<file path="src/hdl/uub_pkg.sv">
// package: register map, defaults and frame codes
`default_nettype none
package uub_pkg;
	localparam int unsigned UUB_CLK_HZ = 50_000_000;
	localparam int unsigned UUB_CNT_W  = 17;
	// register byte offsets
	localparam logic [7:0] UUB_OFF_CTRL  = 8'h00;
	localparam logic [7:0] UUB_OFF_BAUD  = 8'h04;
	localparam logic [7:0] UUB_OFF_STAT  = 8'h08;
	localparam logic [7:0] UUB_OFF_DADDR = 8'h0C;
	localparam logic [7:0] UUB_OFF_DDATA = 8'h10;
	localparam logic [7:0] UUB_OFF_LOCK  = 8'h14;
	localparam logic [7:0] UUB_OFF_MODEM = 8'h18;
	// control field positions and reset values
	localparam int unsigned UUB_DBITS_LSB = 0;
	localparam int unsigned UUB_STOP_LSB  = 2;
	localparam int unsigned UUB_PAR_LSB   = 4;
	localparam int unsigned UUB_FLOW_LSB  = 7;
	localparam int unsigned UUB_DTR_BIT   = 9;
	localparam logic [1:0] UUB_DBITS_RST = 2'h3;
	localparam logic [1:0] UUB_DB5       = 2'h0;
	localparam logic [1:0] UUB_DB7       = 2'h2;
	localparam logic [1:0] UUB_STOP_1    = 2'h0;
	localparam logic [1:0] UUB_STOP_1P5  = 2'h1;
	localparam logic [1:0] UUB_STOP_2    = 2'h2;
	localparam logic [2:0] UUB_PAR_NONE  = 3'h0;
	localparam logic [2:0] UUB_PAR_ODD   = 3'h1;
	localparam logic [2:0] UUB_PAR_EVEN  = 3'h2;
	localparam logic [2:0] UUB_PAR_MARK  = 3'h3;
	localparam logic [2:0] UUB_PAR_SPACE = 3'h4;
	localparam logic [1:0] UUB_FLOW_NONE = 2'h0;
	localparam logic [1:0] UUB_FLOW_RTS  = 2'h1;
	localparam logic [1:0] UUB_FLOW_DTR  = 2'h2;
	localparam logic [1:0] UUB_FLOW_XON  = 2'h3;
	// flow characters and lock key
	localparam logic [7:0] UUB_XON      = 8'h11;
	localparam logic [7:0] UUB_XOFF     = 8'h13;
	localparam logic [7:0] UUB_LOCK_KEY = 8'hA5;
	// descriptor store layout and defaults
	localparam logic [7:0]  UUB_DESC_MAKER    = 8'h00;
	localparam logic [7:0]  UUB_DESC_PRODUCT  = 8'h01;
	localparam logic [7:0]  UUB_DESC_PWR_ATTR = 8'h02;
	localparam logic [7:0]  UUB_DESC_MAX_PWR  = 8'h03;
	localparam logic [7:0]  UUB_DESC_RELEASE  = 8'h04;
	localparam logic [7:0]  UUB_DESC_SER_LEN  = 8'h05;
	localparam logic [7:0]  UUB_DESC_PROD_LEN = 8'h06;
	localparam logic [7:0]  UUB_DESC_SER_BASE = 8'h40;
	localparam logic [7:0]  UUB_DESC_PROD_BASE = 8'h80;
	localparam logic [15:0] UUB_SER_MAX       = 16'h003F;
	localparam logic [15:0] UUB_PROD_MAX      = 16'h007E;
	localparam logic [15:0] UUB_PWR_ATTR_DEF  = 16'h0080;
	localparam logic [15:0] UUB_MAX_PWR_DEF   = 16'h0032;
	localparam logic [15:0] UUB_RELEASE_DEF   = 16'h0100;
	localparam logic [15:0] UUB_SER_LEN_DEF   = 16'h0004;
	localparam logic [15:0] UUB_CHAR_0        = 16'h0030;
	localparam logic [15:0] UUB_CHAR_1        = 16'h0031;
	// bit rates; index 8 is 9600
	localparam int unsigned UUB_NUM_RATES = 29;
	localparam logic [4:0]  UUB_BAUD_RST  = 5'h08;
	localparam logic [4:0]  UUB_BAUD_TOP  = 5'h1C;
	localparam int unsigned UUB_RATES [UUB_NUM_RATES] = '{300, 600, 1200, 1800, 2400, 4000,
		4800, 7200, 9600, 14400, 16000, 19200, 28800, 38400, 51200, 56000, 57600, 64000,
		76800, 115200, 128000, 153600, 230400, 250000, 256000, 460800, 500000, 576000, 921600};
	typedef enum logic [2:0] {UUB_IDLE, UUB_START, UUB_DATA, UUB_PAR, UUB_STOP} uub_fsm_t;
	// clock cycles in half a bit time
	function automatic int unsigned uub_half_cnt(input int unsigned idx);
		uub_half_cnt = UUB_CLK_HZ / (2 * UUB_RATES[idx]);
	endfunction
endpackage
`default_nettype wire

</file>
<file path="src/hdl/uub_desc_mem.sv">
// module: descriptor store memory
`default_nettype none
module uub_desc_mem
#(
	parameter int unsigned AW = 8,
	parameter int unsigned DW = 16
)
(
	input  wire logic          clk_i,
	input  wire logic          ce_i,
	input  wire logic          wr_en_i,
	input  wire logic [AW-1:0] addr_i,
	input  wire logic [DW-1:0] wr_data_i,
	output logic      [DW-1:0] rd_data_o
);
	logic [DW-1:0] mem_q [2**AW];

	// one port, read data registered
	always_ff @(posedge clk_i)
	begin
		if (ce_i)
		begin
			if (wr_en_i)
				mem_q[addr_i] <= wr_data_i;
			rd_data_o <= mem_q[addr_i];
		end
	end
endmodule
`default_nettype wire

</file>
<file path="src/hdl/uub_bridge.sv">
// top: usb-to-serial bridge control
//
// The APB register port and the placing of the registers were left to the implementer.
`default_nettype none
// Operation
// - data moves between usb and serial, except received xon/xoff codes under xon/xoff flow
// - host commands set serial format and rate
// - suspend detected asserts both low-power indicators
// - indicators stay asserted after reset until configured
// - resume, bus reset or device reset end suspend
// - leaving suspend deasserts both indicators if configured
// - indicators are complementary, one high one low
// - rts/cts, dtr/dsr and xon/xoff flow control
// - modem handshake lines are all active low
// - 5 to 8 data bits, 1.5 stop only 5
// - parity none, even, odd, mark or space
// - standard rates from 300 to 921600 bps
// - top rate needs 7 or 8 data bits
// - unprogrammed store shows default descriptors
// - serial max 63, product max 126, default 0001
// - host writes the descriptor store over apb
// - locked descriptors refuse every later write
module uub_bridge
	import uub_pkg::*;
#(
	parameter logic [15:0] MAKER_CODE   = 16'h1234, // arbitrary value
	parameter logic [15:0] PRODUCT_CODE = 16'h5678, // arbitrary value
	parameter int unsigned BAUD_INIT    = 8
)
(
	input  wire logic        REF_CLK_I,
	input  wire logic        SYS_RST_I,
	input  wire logic        CE_I,
	input  wire logic        PSEL_I,
	input  wire logic        PENABLE_I,
	input  wire logic        PWRITE_I,
	input  wire logic [11:0] PADDR_I,
	input  wire logic [31:0] PWDATA_I,
	output logic      [31:0] PRDATA_O,
	output logic             PREADY_O,
	output logic             PSLVERR_O,
	input  wire logic        USB_SUSPEND_DET_I,
	input  wire logic        USB_RESUME_I,
	input  wire logic        USB_BUS_RESET_I,
	input  wire logic        USB_CONFIGURED_I,
	input  wire logic [7:0]  USB_OUT_DATA_I,
	input  wire logic        USB_OUT_VALID_I,
	output logic             USB_OUT_READY_O,
	output logic      [7:0]  USB_IN_DATA_O,
	output logic             USB_IN_VALID_O,
	input  wire logic        USB_IN_READY_I,
	output logic             TXD_O,
	input  wire logic        RXD_I,
	input  wire logic        CTS_N_I,
	output logic             RTS_N_O,
	input  wire logic        DSR_N_I,
	output logic             DTR_N_O,
	input  wire logic        DCD_N_I,
	input  wire logic        RI_N_I,
	output logic             SUSPEND_O,
	output logic             SUSPEND_N_O
);
	if (BAUD_INIT >= UUB_NUM_RATES)
	begin : g_chk
		$error("BAUD_INIT outside the rate table");
	end

	logic [1:0]           dbits_q, stop_q, flow_q;
	logic [2:0]           par_q;
	logic                 dtr_q;
	logic [4:0]           baud_q;
	logic [7:0]           daddr_q;
	logic                 locked_q, prog_q, cfg_q, susp_q, xoff_q;
	logic                 err_lock_q, err_fmt_q, err_par_q, err_ovr_q;
	logic                 rd_done_q, rx_full_q;
	logic [31:0]          rd_mux;
	logic [7:0]           rx_data_q, rx_byte, off;
	logic                 acc, done, wr, mapped, fmt_bad, lock_bad, par_bad, ovr;
	logic                 dwr, low_pwr, tx_take, hold, rx_end, rx_ctl, rx_deliver, stat_wr;
	logic [15:0]          mem_rd;
	logic [3:0]           nbits;
	logic [2:0]           stop_halves;
	logic [UUB_CNT_W-1:0] half;
	logic [UUB_CNT_W-1:0] half_tab [UUB_NUM_RATES];
	uub_fsm_t             tx_st_q, rx_st_q;
	logic [7:0]           tx_sh_q, rx_sh_q;
	logic                 tx_par_q;
	logic [2:0]           tx_bit_q, rx_bit_q, tx_hlf_q, rx_hlf_q;
	logic [UUB_CNT_W-1:0] tx_cnt_q, rx_cnt_q;

	// frame legality
	function automatic logic fmt_ok(input logic [1:0] db, input logic [1:0] st,
		input logic [2:0] pa, input logic [4:0] bd);
		fmt_ok = (st != 2'h3) && !(st == UUB_STOP_1P5 && db != UUB_DB5)
			&& (pa <= UUB_PAR_SPACE) && (bd <= UUB_BAUD_TOP)
			&& !(bd == UUB_BAUD_TOP && db < UUB_DB7);
	endfunction

	// parity over the active data bits
	function automatic logic par_bit(input logic [7:0] d, input logic [3:0] n,
		input logic [2:0] mode);
		logic [7:0] m;
		m = d & (8'hFF >> (4'h8 - n));
		case (mode)
			UUB_PAR_ODD:  par_bit = ~^m;
			UUB_PAR_EVEN: par_bit = ^m;
			UUB_PAR_MARK: par_bit = 1'b1;
			default:      par_bit = 1'b0;
		endcase
	endfunction

	// descriptor address and length limits
	function automatic logic desc_ok(input logic [7:0] a, input logic [15:0] d);
		desc_ok = (a <= UUB_DESC_PROD_LEN && !(a == UUB_DESC_SER_LEN && d > UUB_SER_MAX)
			&& !(a == UUB_DESC_PROD_LEN && d > UUB_PROD_MAX))
			|| (a >= UUB_DESC_SER_BASE && a < UUB_DESC_SER_BASE + UUB_SER_MAX[7:0])
			|| (a >= UUB_DESC_PROD_BASE && a < UUB_DESC_PROD_BASE + UUB_PROD_MAX[7:0]);
	endfunction

	// unprogrammed store defaults
	function automatic logic [15:0] desc_default(input logic [7:0] a);
		case (a)
			UUB_DESC_MAKER:            desc_default = MAKER_CODE;
			UUB_DESC_PRODUCT:          desc_default = PRODUCT_CODE;
			UUB_DESC_PWR_ATTR:         desc_default = UUB_PWR_ATTR_DEF;
			UUB_DESC_MAX_PWR:          desc_default = UUB_MAX_PWR_DEF;
			UUB_DESC_RELEASE:          desc_default = UUB_RELEASE_DEF;
			UUB_DESC_SER_LEN:          desc_default = UUB_SER_LEN_DEF;
			UUB_DESC_SER_BASE + 8'h03: desc_default = UUB_CHAR_1;
			UUB_DESC_SER_BASE,
			UUB_DESC_SER_BASE + 8'h01,
			UUB_DESC_SER_BASE + 8'h02: desc_default = UUB_CHAR_0;
			default:                   desc_default = 16'h0000;
		endcase
	endfunction

	// half-bit counts per rate
	for (genvar g = 0; g < UUB_NUM_RATES; g++)
	begin : g_rate
		assign half_tab[g] = UUB_CNT_W'(uub_half_cnt(g));
	end

	assign half        = half_tab[baud_q];
	assign nbits       = 4'h5 + {2'b00, dbits_q};
	assign stop_halves = 3'h2 + {1'b0, stop_q};

	// apb handshake: writes answer at once, reads after one wait cycle
	assign off       = PADDR_I[7:0];
	assign acc       = PSEL_I & PENABLE_I & CE_I;
	assign PREADY_O  = CE_I & (PWRITE_I | rd_done_q);
	assign done      = acc & PREADY_O;
	assign wr        = done & PWRITE_I & mapped;
	assign PSLVERR_O = done & ~mapped;
	assign stat_wr   = wr & off == UUB_OFF_STAT;

	// read mux and address decode
	always_comb
	begin
		mapped = (PADDR_I[11:8] == 4'h0);
		rd_mux = 32'h0000_0000;
		case (off)
			UUB_OFF_CTRL:  rd_mux = {22'h0, dtr_q, flow_q, par_q, stop_q, dbits_q};
			UUB_OFF_BAUD:  rd_mux = {27'h0, baud_q};
			UUB_OFF_STAT:  rd_mux = {21'h0, err_ovr_q, err_par_q, err_fmt_q, err_lock_q,
				rx_full_q, tx_st_q != UUB_IDLE, xoff_q, prog_q, locked_q, cfg_q, susp_q};
			UUB_OFF_DADDR: rd_mux = {24'h0, daddr_q};
			UUB_OFF_DDATA: rd_mux = {16'h0, prog_q ? mem_rd : desc_default(daddr_q)};
			UUB_OFF_LOCK:  rd_mux = {31'h0, locked_q};
			UUB_OFF_MODEM: rd_mux = {28'h0, ~RI_N_I, ~DCD_N_I, ~DSR_N_I, ~CTS_N_I};
			default:       mapped = 1'b0;
		endcase
	end

	// read capture on the first access cycle
	always_ff @(posedge REF_CLK_I or posedge SYS_RST_I)
	begin
		if (SYS_RST_I)
		begin
			rd_done_q <= 1'b0;
			PRDATA_O  <= 32'h0000_0000;
		end
		else if (CE_I)
		begin
			if (done)
				rd_done_q <= 1'b0;
			else if (acc & ~PWRITE_I)
			begin
				rd_done_q <= 1'b1;
				PRDATA_O  <= rd_mux;
			end
		end
	end

	// serial format and rate, rejected as a whole when illegal
	assign fmt_bad = (wr & off == UUB_OFF_CTRL & ~fmt_ok(PWDATA_I[1:0], PWDATA_I[3:2],
		PWDATA_I[6:4], baud_q)) | (wr & off == UUB_OFF_BAUD & ~fmt_ok(dbits_q, stop_q,
		par_q, PWDATA_I[4:0])) | (wr & off == UUB_OFF_DDATA & ~locked_q
		& ~desc_ok(daddr_q, PWDATA_I[15:0]));
	always_ff @(posedge REF_CLK_I or posedge SYS_RST_I)
	begin
		if (SYS_RST_I)
		begin
			dbits_q <= UUB_DBITS_RST;
			stop_q  <= UUB_STOP_1;
			par_q   <= UUB_PAR_NONE;
			flow_q  <= UUB_FLOW_NONE;
			dtr_q   <= 1'b0;
			baud_q  <= 5'(BAUD_INIT);
		end
		else if (CE_I & ~fmt_bad)
		begin
			if (wr & off == UUB_OFF_CTRL)
			begin
				dbits_q <= PWDATA_I[UUB_DBITS_LSB +: 2];
				stop_q  <= PWDATA_I[UUB_STOP_LSB +: 2];
				par_q   <= PWDATA_I[UUB_PAR_LSB +: 3];
				flow_q  <= PWDATA_I[UUB_FLOW_LSB +: 2];
				dtr_q   <= PWDATA_I[UUB_DTR_BIT];
			end
			if (wr & off == UUB_OFF_BAUD)
				baud_q <= PWDATA_I[4:0];
		end
	end

	// descriptor store access and lock
	assign lock_bad = wr & off == UUB_OFF_DDATA & locked_q;
	assign dwr      = wr & off == UUB_OFF_DDATA & ~locked_q & desc_ok(daddr_q, PWDATA_I[15:0]);
	always_ff @(posedge REF_CLK_I or posedge SYS_RST_I)
	begin
		if (SYS_RST_I)
		begin
			daddr_q  <= 8'h00;
			locked_q <= 1'b0;
			prog_q   <= 1'b0;
		end
		else if (CE_I)
		begin
			if (wr & off == UUB_OFF_DADDR)
				daddr_q <= PWDATA_I[7:0];
			if (wr & off == UUB_OFF_LOCK & PWDATA_I[7:0] == UUB_LOCK_KEY)
				locked_q <= 1'b1;
			if (dwr)
				prog_q <= 1'b1;
		end
	end

	uub_desc_mem #(
		.AW (8),
		.DW (16)
	) u_mem (
		.clk_i     (REF_CLK_I),
		.ce_i      (CE_I),
		.wr_en_i   (dwr),
		.addr_i    (daddr_q),
		.wr_data_i (PWDATA_I[15:0]),
		.rd_data_o (mem_rd)
	);

	// sticky error flags, write one to clear, a new event wins
	always_ff @(posedge REF_CLK_I or posedge SYS_RST_I)
	begin
		if (SYS_RST_I)
		begin
			err_lock_q <= 1'b0;
			err_fmt_q  <= 1'b0;
			err_par_q  <= 1'b0;
			err_ovr_q  <= 1'b0;
		end
		else if (CE_I)
		begin
			err_lock_q <= lock_bad | (err_lock_q & ~(stat_wr & PWDATA_I[7]));
			err_fmt_q  <= fmt_bad | (err_fmt_q & ~(stat_wr & PWDATA_I[8]));
			err_par_q  <= par_bad | (err_par_q & ~(stat_wr & PWDATA_I[9]));
			err_ovr_q  <= ovr | (err_ovr_q & ~(stat_wr & PWDATA_I[10]));
		end
	end

	// configuration and suspend tracking
	always_ff @(posedge REF_CLK_I or posedge SYS_RST_I)
	begin
		if (SYS_RST_I)
		begin
			cfg_q  <= 1'b0;
			susp_q <= 1'b0;
		end
		else if (CE_I)
		begin
			if (USB_CONFIGURED_I)
				cfg_q <= 1'b1;
			if (USB_RESUME_I | USB_BUS_RESET_I)
				susp_q <= 1'b0;
			else if (USB_SUSPEND_DET_I)
				susp_q <= 1'b1;
		end
	end

	// complementary low-power indicators, asserted from reset on
	assign low_pwr = ~cfg_q | susp_q;
	always_ff @(posedge REF_CLK_I or posedge SYS_RST_I)
	begin
		if (SYS_RST_I)
		begin
			SUSPEND_O   <= 1'b1;
			SUSPEND_N_O <= 1'b0;
		end
		else if (CE_I)
		begin
			SUSPEND_O   <= low_pwr;
			SUSPEND_N_O <= ~low_pwr;
		end
	end

	// transmit hold-off per flow scheme
	assign hold = (flow_q == UUB_FLOW_RTS & CTS_N_I)
		| (flow_q == UUB_FLOW_DTR & DSR_N_I)
		| (flow_q == UUB_FLOW_XON & xoff_q);
	assign USB_OUT_READY_O = CE_I & tx_st_q == UUB_IDLE & ~hold & ~susp_q;
	assign tx_take         = USB_OUT_VALID_I & USB_OUT_READY_O;

	// transmit framer, each phase counted in half-bit steps
	always_ff @(posedge REF_CLK_I or posedge SYS_RST_I)
	begin
		if (SYS_RST_I)
		begin
			tx_st_q  <= UUB_IDLE;
			tx_sh_q  <= 8'h00;
			tx_par_q <= 1'b0;
			tx_bit_q <= 3'h0;
			tx_hlf_q <= 3'h0;
			tx_cnt_q <= '0;
		end
		else if (CE_I)
		begin
			if (tx_st_q == UUB_IDLE)
			begin
				if (tx_take)
				begin
					tx_st_q  <= UUB_START;
					tx_sh_q  <= USB_OUT_DATA_I;
					tx_par_q <= par_bit(USB_OUT_DATA_I, nbits, par_q);
					tx_bit_q <= 3'h0;
					tx_hlf_q <= 3'h1;
					tx_cnt_q <= half - 1'b1;
				end
			end
			else if (tx_cnt_q != '0)
				tx_cnt_q <= tx_cnt_q - 1'b1;
			else if (tx_hlf_q != 3'h0)
			begin
				tx_hlf_q <= tx_hlf_q - 3'h1;
				tx_cnt_q <= half - 1'b1;
			end
			else
			begin
				tx_cnt_q <= half - 1'b1;
				tx_hlf_q <= 3'h1;
				case (tx_st_q)
					UUB_START: tx_st_q <= UUB_DATA;
					UUB_DATA:
					begin
						tx_sh_q  <= tx_sh_q >> 1;
						tx_bit_q <= tx_bit_q + 3'h1;
						if ({1'b0, tx_bit_q} == nbits - 4'h1)
						begin
							tx_st_q <= (par_q == UUB_PAR_NONE) ? UUB_STOP : UUB_PAR;
							if (par_q == UUB_PAR_NONE)
								tx_hlf_q <= stop_halves - 3'h1;
						end
					end
					UUB_PAR:
					begin
						tx_st_q  <= UUB_STOP;
						tx_hlf_q <= stop_halves - 3'h1;
					end
					default: tx_st_q <= UUB_IDLE;
				endcase
			end
		end
	end

	// line level one cycle behind the framer state
	always_ff @(posedge REF_CLK_I or posedge SYS_RST_I)
	begin
		if (SYS_RST_I)
			TXD_O <= 1'b1;
		else if (CE_I)
			TXD_O <= (tx_st_q == UUB_START) ? 1'b0 : (tx_st_q == UUB_DATA) ? tx_sh_q[0] :
				(tx_st_q == UUB_PAR) ? tx_par_q : 1'b1;
	end

	// receive framer, samples each bit at its middle
	assign rx_end = rx_st_q == UUB_STOP & rx_cnt_q == '0 & rx_hlf_q == 3'h0;
	assign rx_byte = rx_sh_q >> (4'h8 - nbits);
	always_ff @(posedge REF_CLK_I or posedge SYS_RST_I)
	begin
		if (SYS_RST_I)
		begin
			rx_st_q  <= UUB_IDLE;
			rx_sh_q  <= 8'h00;
			rx_bit_q <= 3'h0;
			rx_hlf_q <= 3'h0;
			rx_cnt_q <= '0;
		end
		else if (CE_I)
		begin
			if (rx_st_q == UUB_IDLE)
			begin
				if (~RXD_I)
				begin
					rx_st_q  <= UUB_START;
					rx_bit_q <= 3'h0;
					rx_hlf_q <= 3'h0;
					rx_cnt_q <= half - 1'b1;
				end
			end
			else if (rx_cnt_q != '0)
				rx_cnt_q <= rx_cnt_q - 1'b1;
			else if (rx_hlf_q != 3'h0)
			begin
				rx_hlf_q <= rx_hlf_q - 3'h1;
				rx_cnt_q <= half - 1'b1;
			end
			else
			begin
				rx_cnt_q <= half - 1'b1;
				rx_hlf_q <= 3'h1;
				case (rx_st_q)
					UUB_START: rx_st_q <= RXD_I ? UUB_IDLE : UUB_DATA;
					UUB_DATA:
					begin
						rx_sh_q  <= {RXD_I, rx_sh_q[7:1]};
						rx_bit_q <= rx_bit_q + 3'h1;
						if ({1'b0, rx_bit_q} == nbits - 4'h1)
							rx_st_q <= (par_q == UUB_PAR_NONE) ? UUB_STOP : UUB_PAR;
					end
					UUB_PAR: rx_st_q <= UUB_STOP;
					default: rx_st_q <= UUB_IDLE;
				endcase
			end
		end
	end

	// received byte: flow codes act, others go to usb
	assign par_bad    = CE_I & rx_st_q == UUB_PAR & rx_cnt_q == '0 & rx_hlf_q == 3'h0
		& RXD_I != par_bit(rx_byte, nbits, par_q);
	assign rx_ctl     = flow_q == UUB_FLOW_XON & (rx_byte == UUB_XON | rx_byte == UUB_XOFF);
	assign rx_deliver = CE_I & rx_end & RXD_I & ~rx_ctl;
	assign ovr        = rx_deliver & rx_full_q & ~USB_IN_READY_I;
	always_ff @(posedge REF_CLK_I or posedge SYS_RST_I)
	begin
		if (SYS_RST_I)
		begin
			rx_full_q <= 1'b0;
			rx_data_q <= 8'h00;
			xoff_q    <= 1'b0;
		end
		else if (CE_I)
		begin
			if (rx_end & RXD_I & rx_ctl)
				xoff_q <= rx_byte == UUB_XOFF;
			else if (flow_q != UUB_FLOW_XON)
				xoff_q <= 1'b0;
			if (rx_deliver & ~ovr)
			begin
				rx_full_q <= 1'b1;
				rx_data_q <= rx_byte;
			end
			else if (USB_IN_READY_I)
				rx_full_q <= 1'b0;
		end
	end
	assign USB_IN_DATA_O  = rx_data_q;
	assign USB_IN_VALID_O = rx_full_q;

	// modem outputs, active low
	always_ff @(posedge REF_CLK_I or posedge SYS_RST_I)
	begin
		if (SYS_RST_I)
			RTS_N_O <= 1'b1;
		else if (CE_I)
			RTS_N_O <= (flow_q == UUB_FLOW_RTS) & (rx_full_q | rx_st_q == UUB_STOP);
	end
	assign DTR_N_O = ~dtr_q;
endmodule
`default_nettype wire

</file>
<file path="config.mk">
export PLATFORM = sky130hd
export DESIGN_NAME = uub_bridge
export DESIGN_NICKNAME = d
export VERILOG_FILES = /design/src/hdl/uub_pkg.sv /design/src/hdl/uub_desc_mem.sv /design/src/hdl/uub_bridge.sv
export SDC_FILE = /design/constraint.sdc
export NUM_CORES = 2
export LEC_CHECK = 0
export ABC_AREA = 1
export BUFFER_PORTS_ARGS = -buffer_cell sky130_fd_sc_hd__buf_4
export CAP_MARGIN = 20
export CELL_PAD_IN_SITES_DETAIL_PLACEMENT = 0
export CELL_PAD_IN_SITES_GLOBAL_PLACEMENT = 1
export CORE_ASPECT_RATIO = 0.9
export CORE_MARGIN = 10
export CORE_UTILIZATION = 58
export DETAILED_ROUTE_END_ITERATION = 12
export PLACE_DENSITY_LB_ADDON = 0.1
export SLEW_MARGIN = 20
export SYNTH_ARGS = -nofsm -noshare
export SYNTH_HDL_FRONTEND = slang
export SYNTH_SLANG_ARGS = --single-unit
</file>
<file path="constraint.sdc">
create_clock -name REF_CLK_I -period 7.7 [get_ports REF_CLK_I]
set_input_delay 0.77 -clock REF_CLK_I [delete_from_list [all_inputs] [get_ports REF_CLK_I]]
set_output_delay 0.77 -clock REF_CLK_I [all_outputs]
set_load 0.02 [all_outputs]
</file>
==> flow_metrics.py <==
metrics = {
    "finish": {
        "final_nets": 12065,
        "drive_above_1_share": 0.100,
        "areaGrowthSynthToFinish_pct": 14.3,
    },
    "route": {
        "drtPass1Iterations": 7,
        "viasPerCell": 6.24,
        "vias": 100114,
        "m1WireLength_um": 180000,
        "top_layer": "met5",
        "drt_first_iter_violations": 14075,
        "ant_nets": 0,
        "routedWlPerCell_um": 28.8,
        "dr_wl_met3_um": 50600,
        "met2_length_um": 211000,
        "drc_errors": 0,
        "finalWirelength_um": 462000,
    },
    "timing": {
        "slew_headroom": 0.160,
        "final.setup_skew_ns": 0.0425,
        "grt_setup_unrepaired": "no",
        "slew_viol_final": 0,
        "fin_crit_sh": 0.695,
        "setup_violations": 0,
        "hold-worst-slack_ns": 0.0661,
        "hold_viol": 0,
        "worst_pin_slew_ns": 1.26,
        "fmax_mhz": 187,
        "period_minus_slack_ns": 5.35,
        "tns_ns": 0,
    },
    "worst_setup_path": {
        "cp.arrival_ns": 5.96,
        "critical_path.max_stage_delay_ns": 1.16,
        "reg2reg_slack_ns": 2.35,
        "cp_top_family": "simple AND/OR/NAND/NOR gates",
        "critPathKind": "reg -> reg",
        "crit_required_ns": 8.31,
        "end_kind": "flip-flop",
        "cpMostUsedCell": "inv_1",
        "path_max_fanout": 14,
        "startpoint_type": "flip-flop",
        "path_cells": "inv_1 -> nand2_1 -> nor2_4 -> inv_1 -> a211oi_1 -> a31oi_1 -> inv_2 -> nand3_4 -> nor2_2 -> nand2_2 -> nor2_1 -> buf_4",
        "cpMaxStageDelayCell": "nor2_1",
        "cp_num_buf_inv": 4,
    },
    "clocking": {
        "clockBufferDepth": 4,
        "root_buffer": "clkbuf_16",
        "clk_latency_ns": 0.93,
        "clk_pin_slew_ns": 0.06,
        "cts_resized": 0,
        "h-tree-depth": 5,
        "ctsHoldBuffers": 1,
        "cts.sinks": 4243,
        "cts_tree": "yes",
        "cts_buffers": 417,
        "post_cts_buffers": 0,
    },
    "yosys": {
        "syn_inst": 10769,
        "ys_ff_latch": 4243,
        "synth_top_cell_by_area": "edfxtp_1",
        "synth_area_leaders": "edfxtp_1 (76%), a22oi_1 (9.5%), nand2_1 (3.9%)",
        "syn_area_sq_um": 162000,
        "synth_seq_area_share": 0.782,
        "synth_edf_count": 4112,
        "synth_top_area_frac": 0.762,
        "ys.flop_type": "edfxtp_1",
        "synthArstFlopShare": 0.0309,
        "synth_cell_type_count": 56,
        "synth.avg_cell_area_sq_um": 15.0,
        "yosys_warnings": 0,
    },
    "global_route": {
        "antenna_found_initial": 22,
        "grt_use_total": 0.298,
        "grt_overflow": 0,
        "grt_pass1_wl_um": 659000,
        "grt_pass1_vias": 95493,
        "grt_max_degree": 162,
    },
    "power_and_ir_drop": {
        "power_frac_seq": 0.550,
        "p_sw_mw": 9.73,
        "p_leak_nw": 64.4,
        "powerDensity_nw_per_um2": 256,
        "switching_share": 0.205,
        "internal-power_mw": 37.8,
        "p_comb_frac": 0.028,
        "p_clk_frac": 0.422,
        "ir_drop_v": 0.000190,
    },
    "placement": {
        "gp_congestion": 0.902,
        "dp_hpwl_um": 267000,
        "io_buffers": 85,
    },
    "floorplanning": {
        "start_util": 0.581,
        "core_area_sq_um": 279000,
        "io_pins": 118,
        "rows": 184,
        "dieArea_sq_um": 301000,
        "die_w_um": 577,
        "die_height_um": 521,
    },
    "min_path": {
        "min_path_type": "in -> reg",
    },
    "status": {
        "status": "complete, no violations",
    },
    "job": {
        "maxCapViolCount": 0,
    },
}
[path summary, 6_finish.rpt]
| kind | cells past startpoint | from | end |
|---|---|---|---|
| max | 12 | daddr_q[7]$_DFFE_PP0P_ | u_mem.mem_q[122][0]$_DFFE_PP_ |
| min | 2 | USB_CONFIGURED_I | cfg_q$_DFFE_PP0P_ |
| max in group asynchronous | 4 | SYS_RST_I | USB_IN_DATA_O[6]$_DFFE_PP0P_ |
| min reg2reg | 2 | dtr_q$_DFFE_PP0P_ | dtr_q$_DFFE_PP0P_ |
| max reg2reg | 12 | daddr_q[7]$_DFFE_PP0P_ | u_mem.mem_q[122][0]$_DFFE_PP_ |
| min in group asynchronous | 3 | SYS_RST_I | tx_cnt_q[10]$_DFFE_PP0P_ |
[kinds of logic (layout without fill, tap and decap cells)]
| family | after synthesis | after routing | synth area share |
|---|---|---|---|
| multiplexers | 2 | 2 | 0.000131 |
| XOR/XNOR | 25 | 25 | 0.00135 |
| adder cells (fa/ha/maj) | 21 | 21 | 0.00162 |
| AND/OR/NAND/NOR | 2625 | 2625 | 0.0661 |
| flip-flops | 4243 | 4243 | 0.782 |
| AO/OA/AOI/OAI | 2995 | 2995 | 0.127 |
| buffers and inverters | 857 | 1425 | 0.0217 |
| other | 1 | 987 | 0.0000231 |
[layout make-up]
| cell class | instances | area, sq um |
|---|---|---|
| sequential | 4243 | 127000 |
| fill | 19725 | 93600 |
| multi-input combinational | 6644 | 35600 |
| clock buffer | 512 | 11000 |
| tap | 3720 | 4650 |
| timing repair buffer | 477 | 4050 |
| clock inverter | 244 | 2390 |
| inverter | 192 | 751 |
| antenna | 11 | 27.5 |
[through the flow]
| stage | setup slack, ns | power, mW | utilization | instances | cell area, sq um |
|---|---|---|---|---|---|
| floorplan | 3.44 | 27.2 | - | 11744 | 166000 |
| global placement | 2.41 | 27.8 | 0.616 | 15275 | 172000 |
| detailed placement | 2.37 | 27.9 | 0.616 | 15275 | 172000 |
| CTS | 2.47 | 47.6 | 0.664 | 16032 | 185000 |
| global route | 2.29 | 48.8 | 0.664 | 16034 | 185000 |
| finish | 2.35 | 47.5 | 0.664 | 16043 | 185000 |
[layout by cell type, fill, tap and decap left out, drive strengths merged, types with 6 or more instances in the layout]
cell type	count
edfxtp	4112
a22oi	2048
nand2	1692
conb	976
nor2	539
clkbuf	522
a21oi	517
buf	466
o21ai	247
inv	197
clkinv	182
dfrtp	125
or2	112
nand3	106
nand4	100
a21o	90
nor3	60
bufinv	42
ha	21
o211ai	19
o31ai	19
xor2	16
clkinvlp	15
o22ai	13
diode	11
xnor2	9
a31oi	8
dfstp	6
[state kept, by name, summed over array words and instances, names as in the netlist, 8 cells and up]
signal           flops
tx_sh_q              8
u_mem.rd_data_o     16
rx_cnt_q            17
daddr_q              8
PRDATA_O            16
u_mem.mem_q       4096
rx_sh_q              8
tx_cnt_q            17
USB_IN_DATA_O        8
[power groups by stage]
stage	sequential, mW	clock [mW]	combinational [mW]
after CTS	26.1	20.2	1.31
after floorplan	26.5	0	0.654
final	26.1	20.1	1.33
after global placement	26.5	0	1.25
after global routing	26.1	21.2	1.49
after detailed placement	26.6	0	1.30
[per-layer routing]
metal / vias up / GRT usage
li1: 43171 / -
met1: 50348 / 0.425
met2: 5696 / 0.455
met3: 883 / 0.0634
met4: 16 / 0.119
met5: - / 0
[cells in the mapped netlist (all sizes together), types with 2 or more instances]
library cell	n
o221ai	5
buf	305
clkbuf	360
a22oi	2048
o22ai	13
nand3b	5
nor2	539
xnor2	9
a32o	4
a21boi	4
ha	21
o211ai	19
a21oi	517
nand2	1692
inv	183
o41ai	2
o31ai	19
o32ai	3
a21o	90
nor4	5
a31oi	8
nand3	106
or2	112
o311ai	2
dfrtp	125
a211oi	4
o2111ai	5
and2	3
edfxtp	4112
nor3	60
xor2	16
dfstp	6
clkinv	9
o21ai	247
nand4	100
Power figures use the tool's default switching activity.
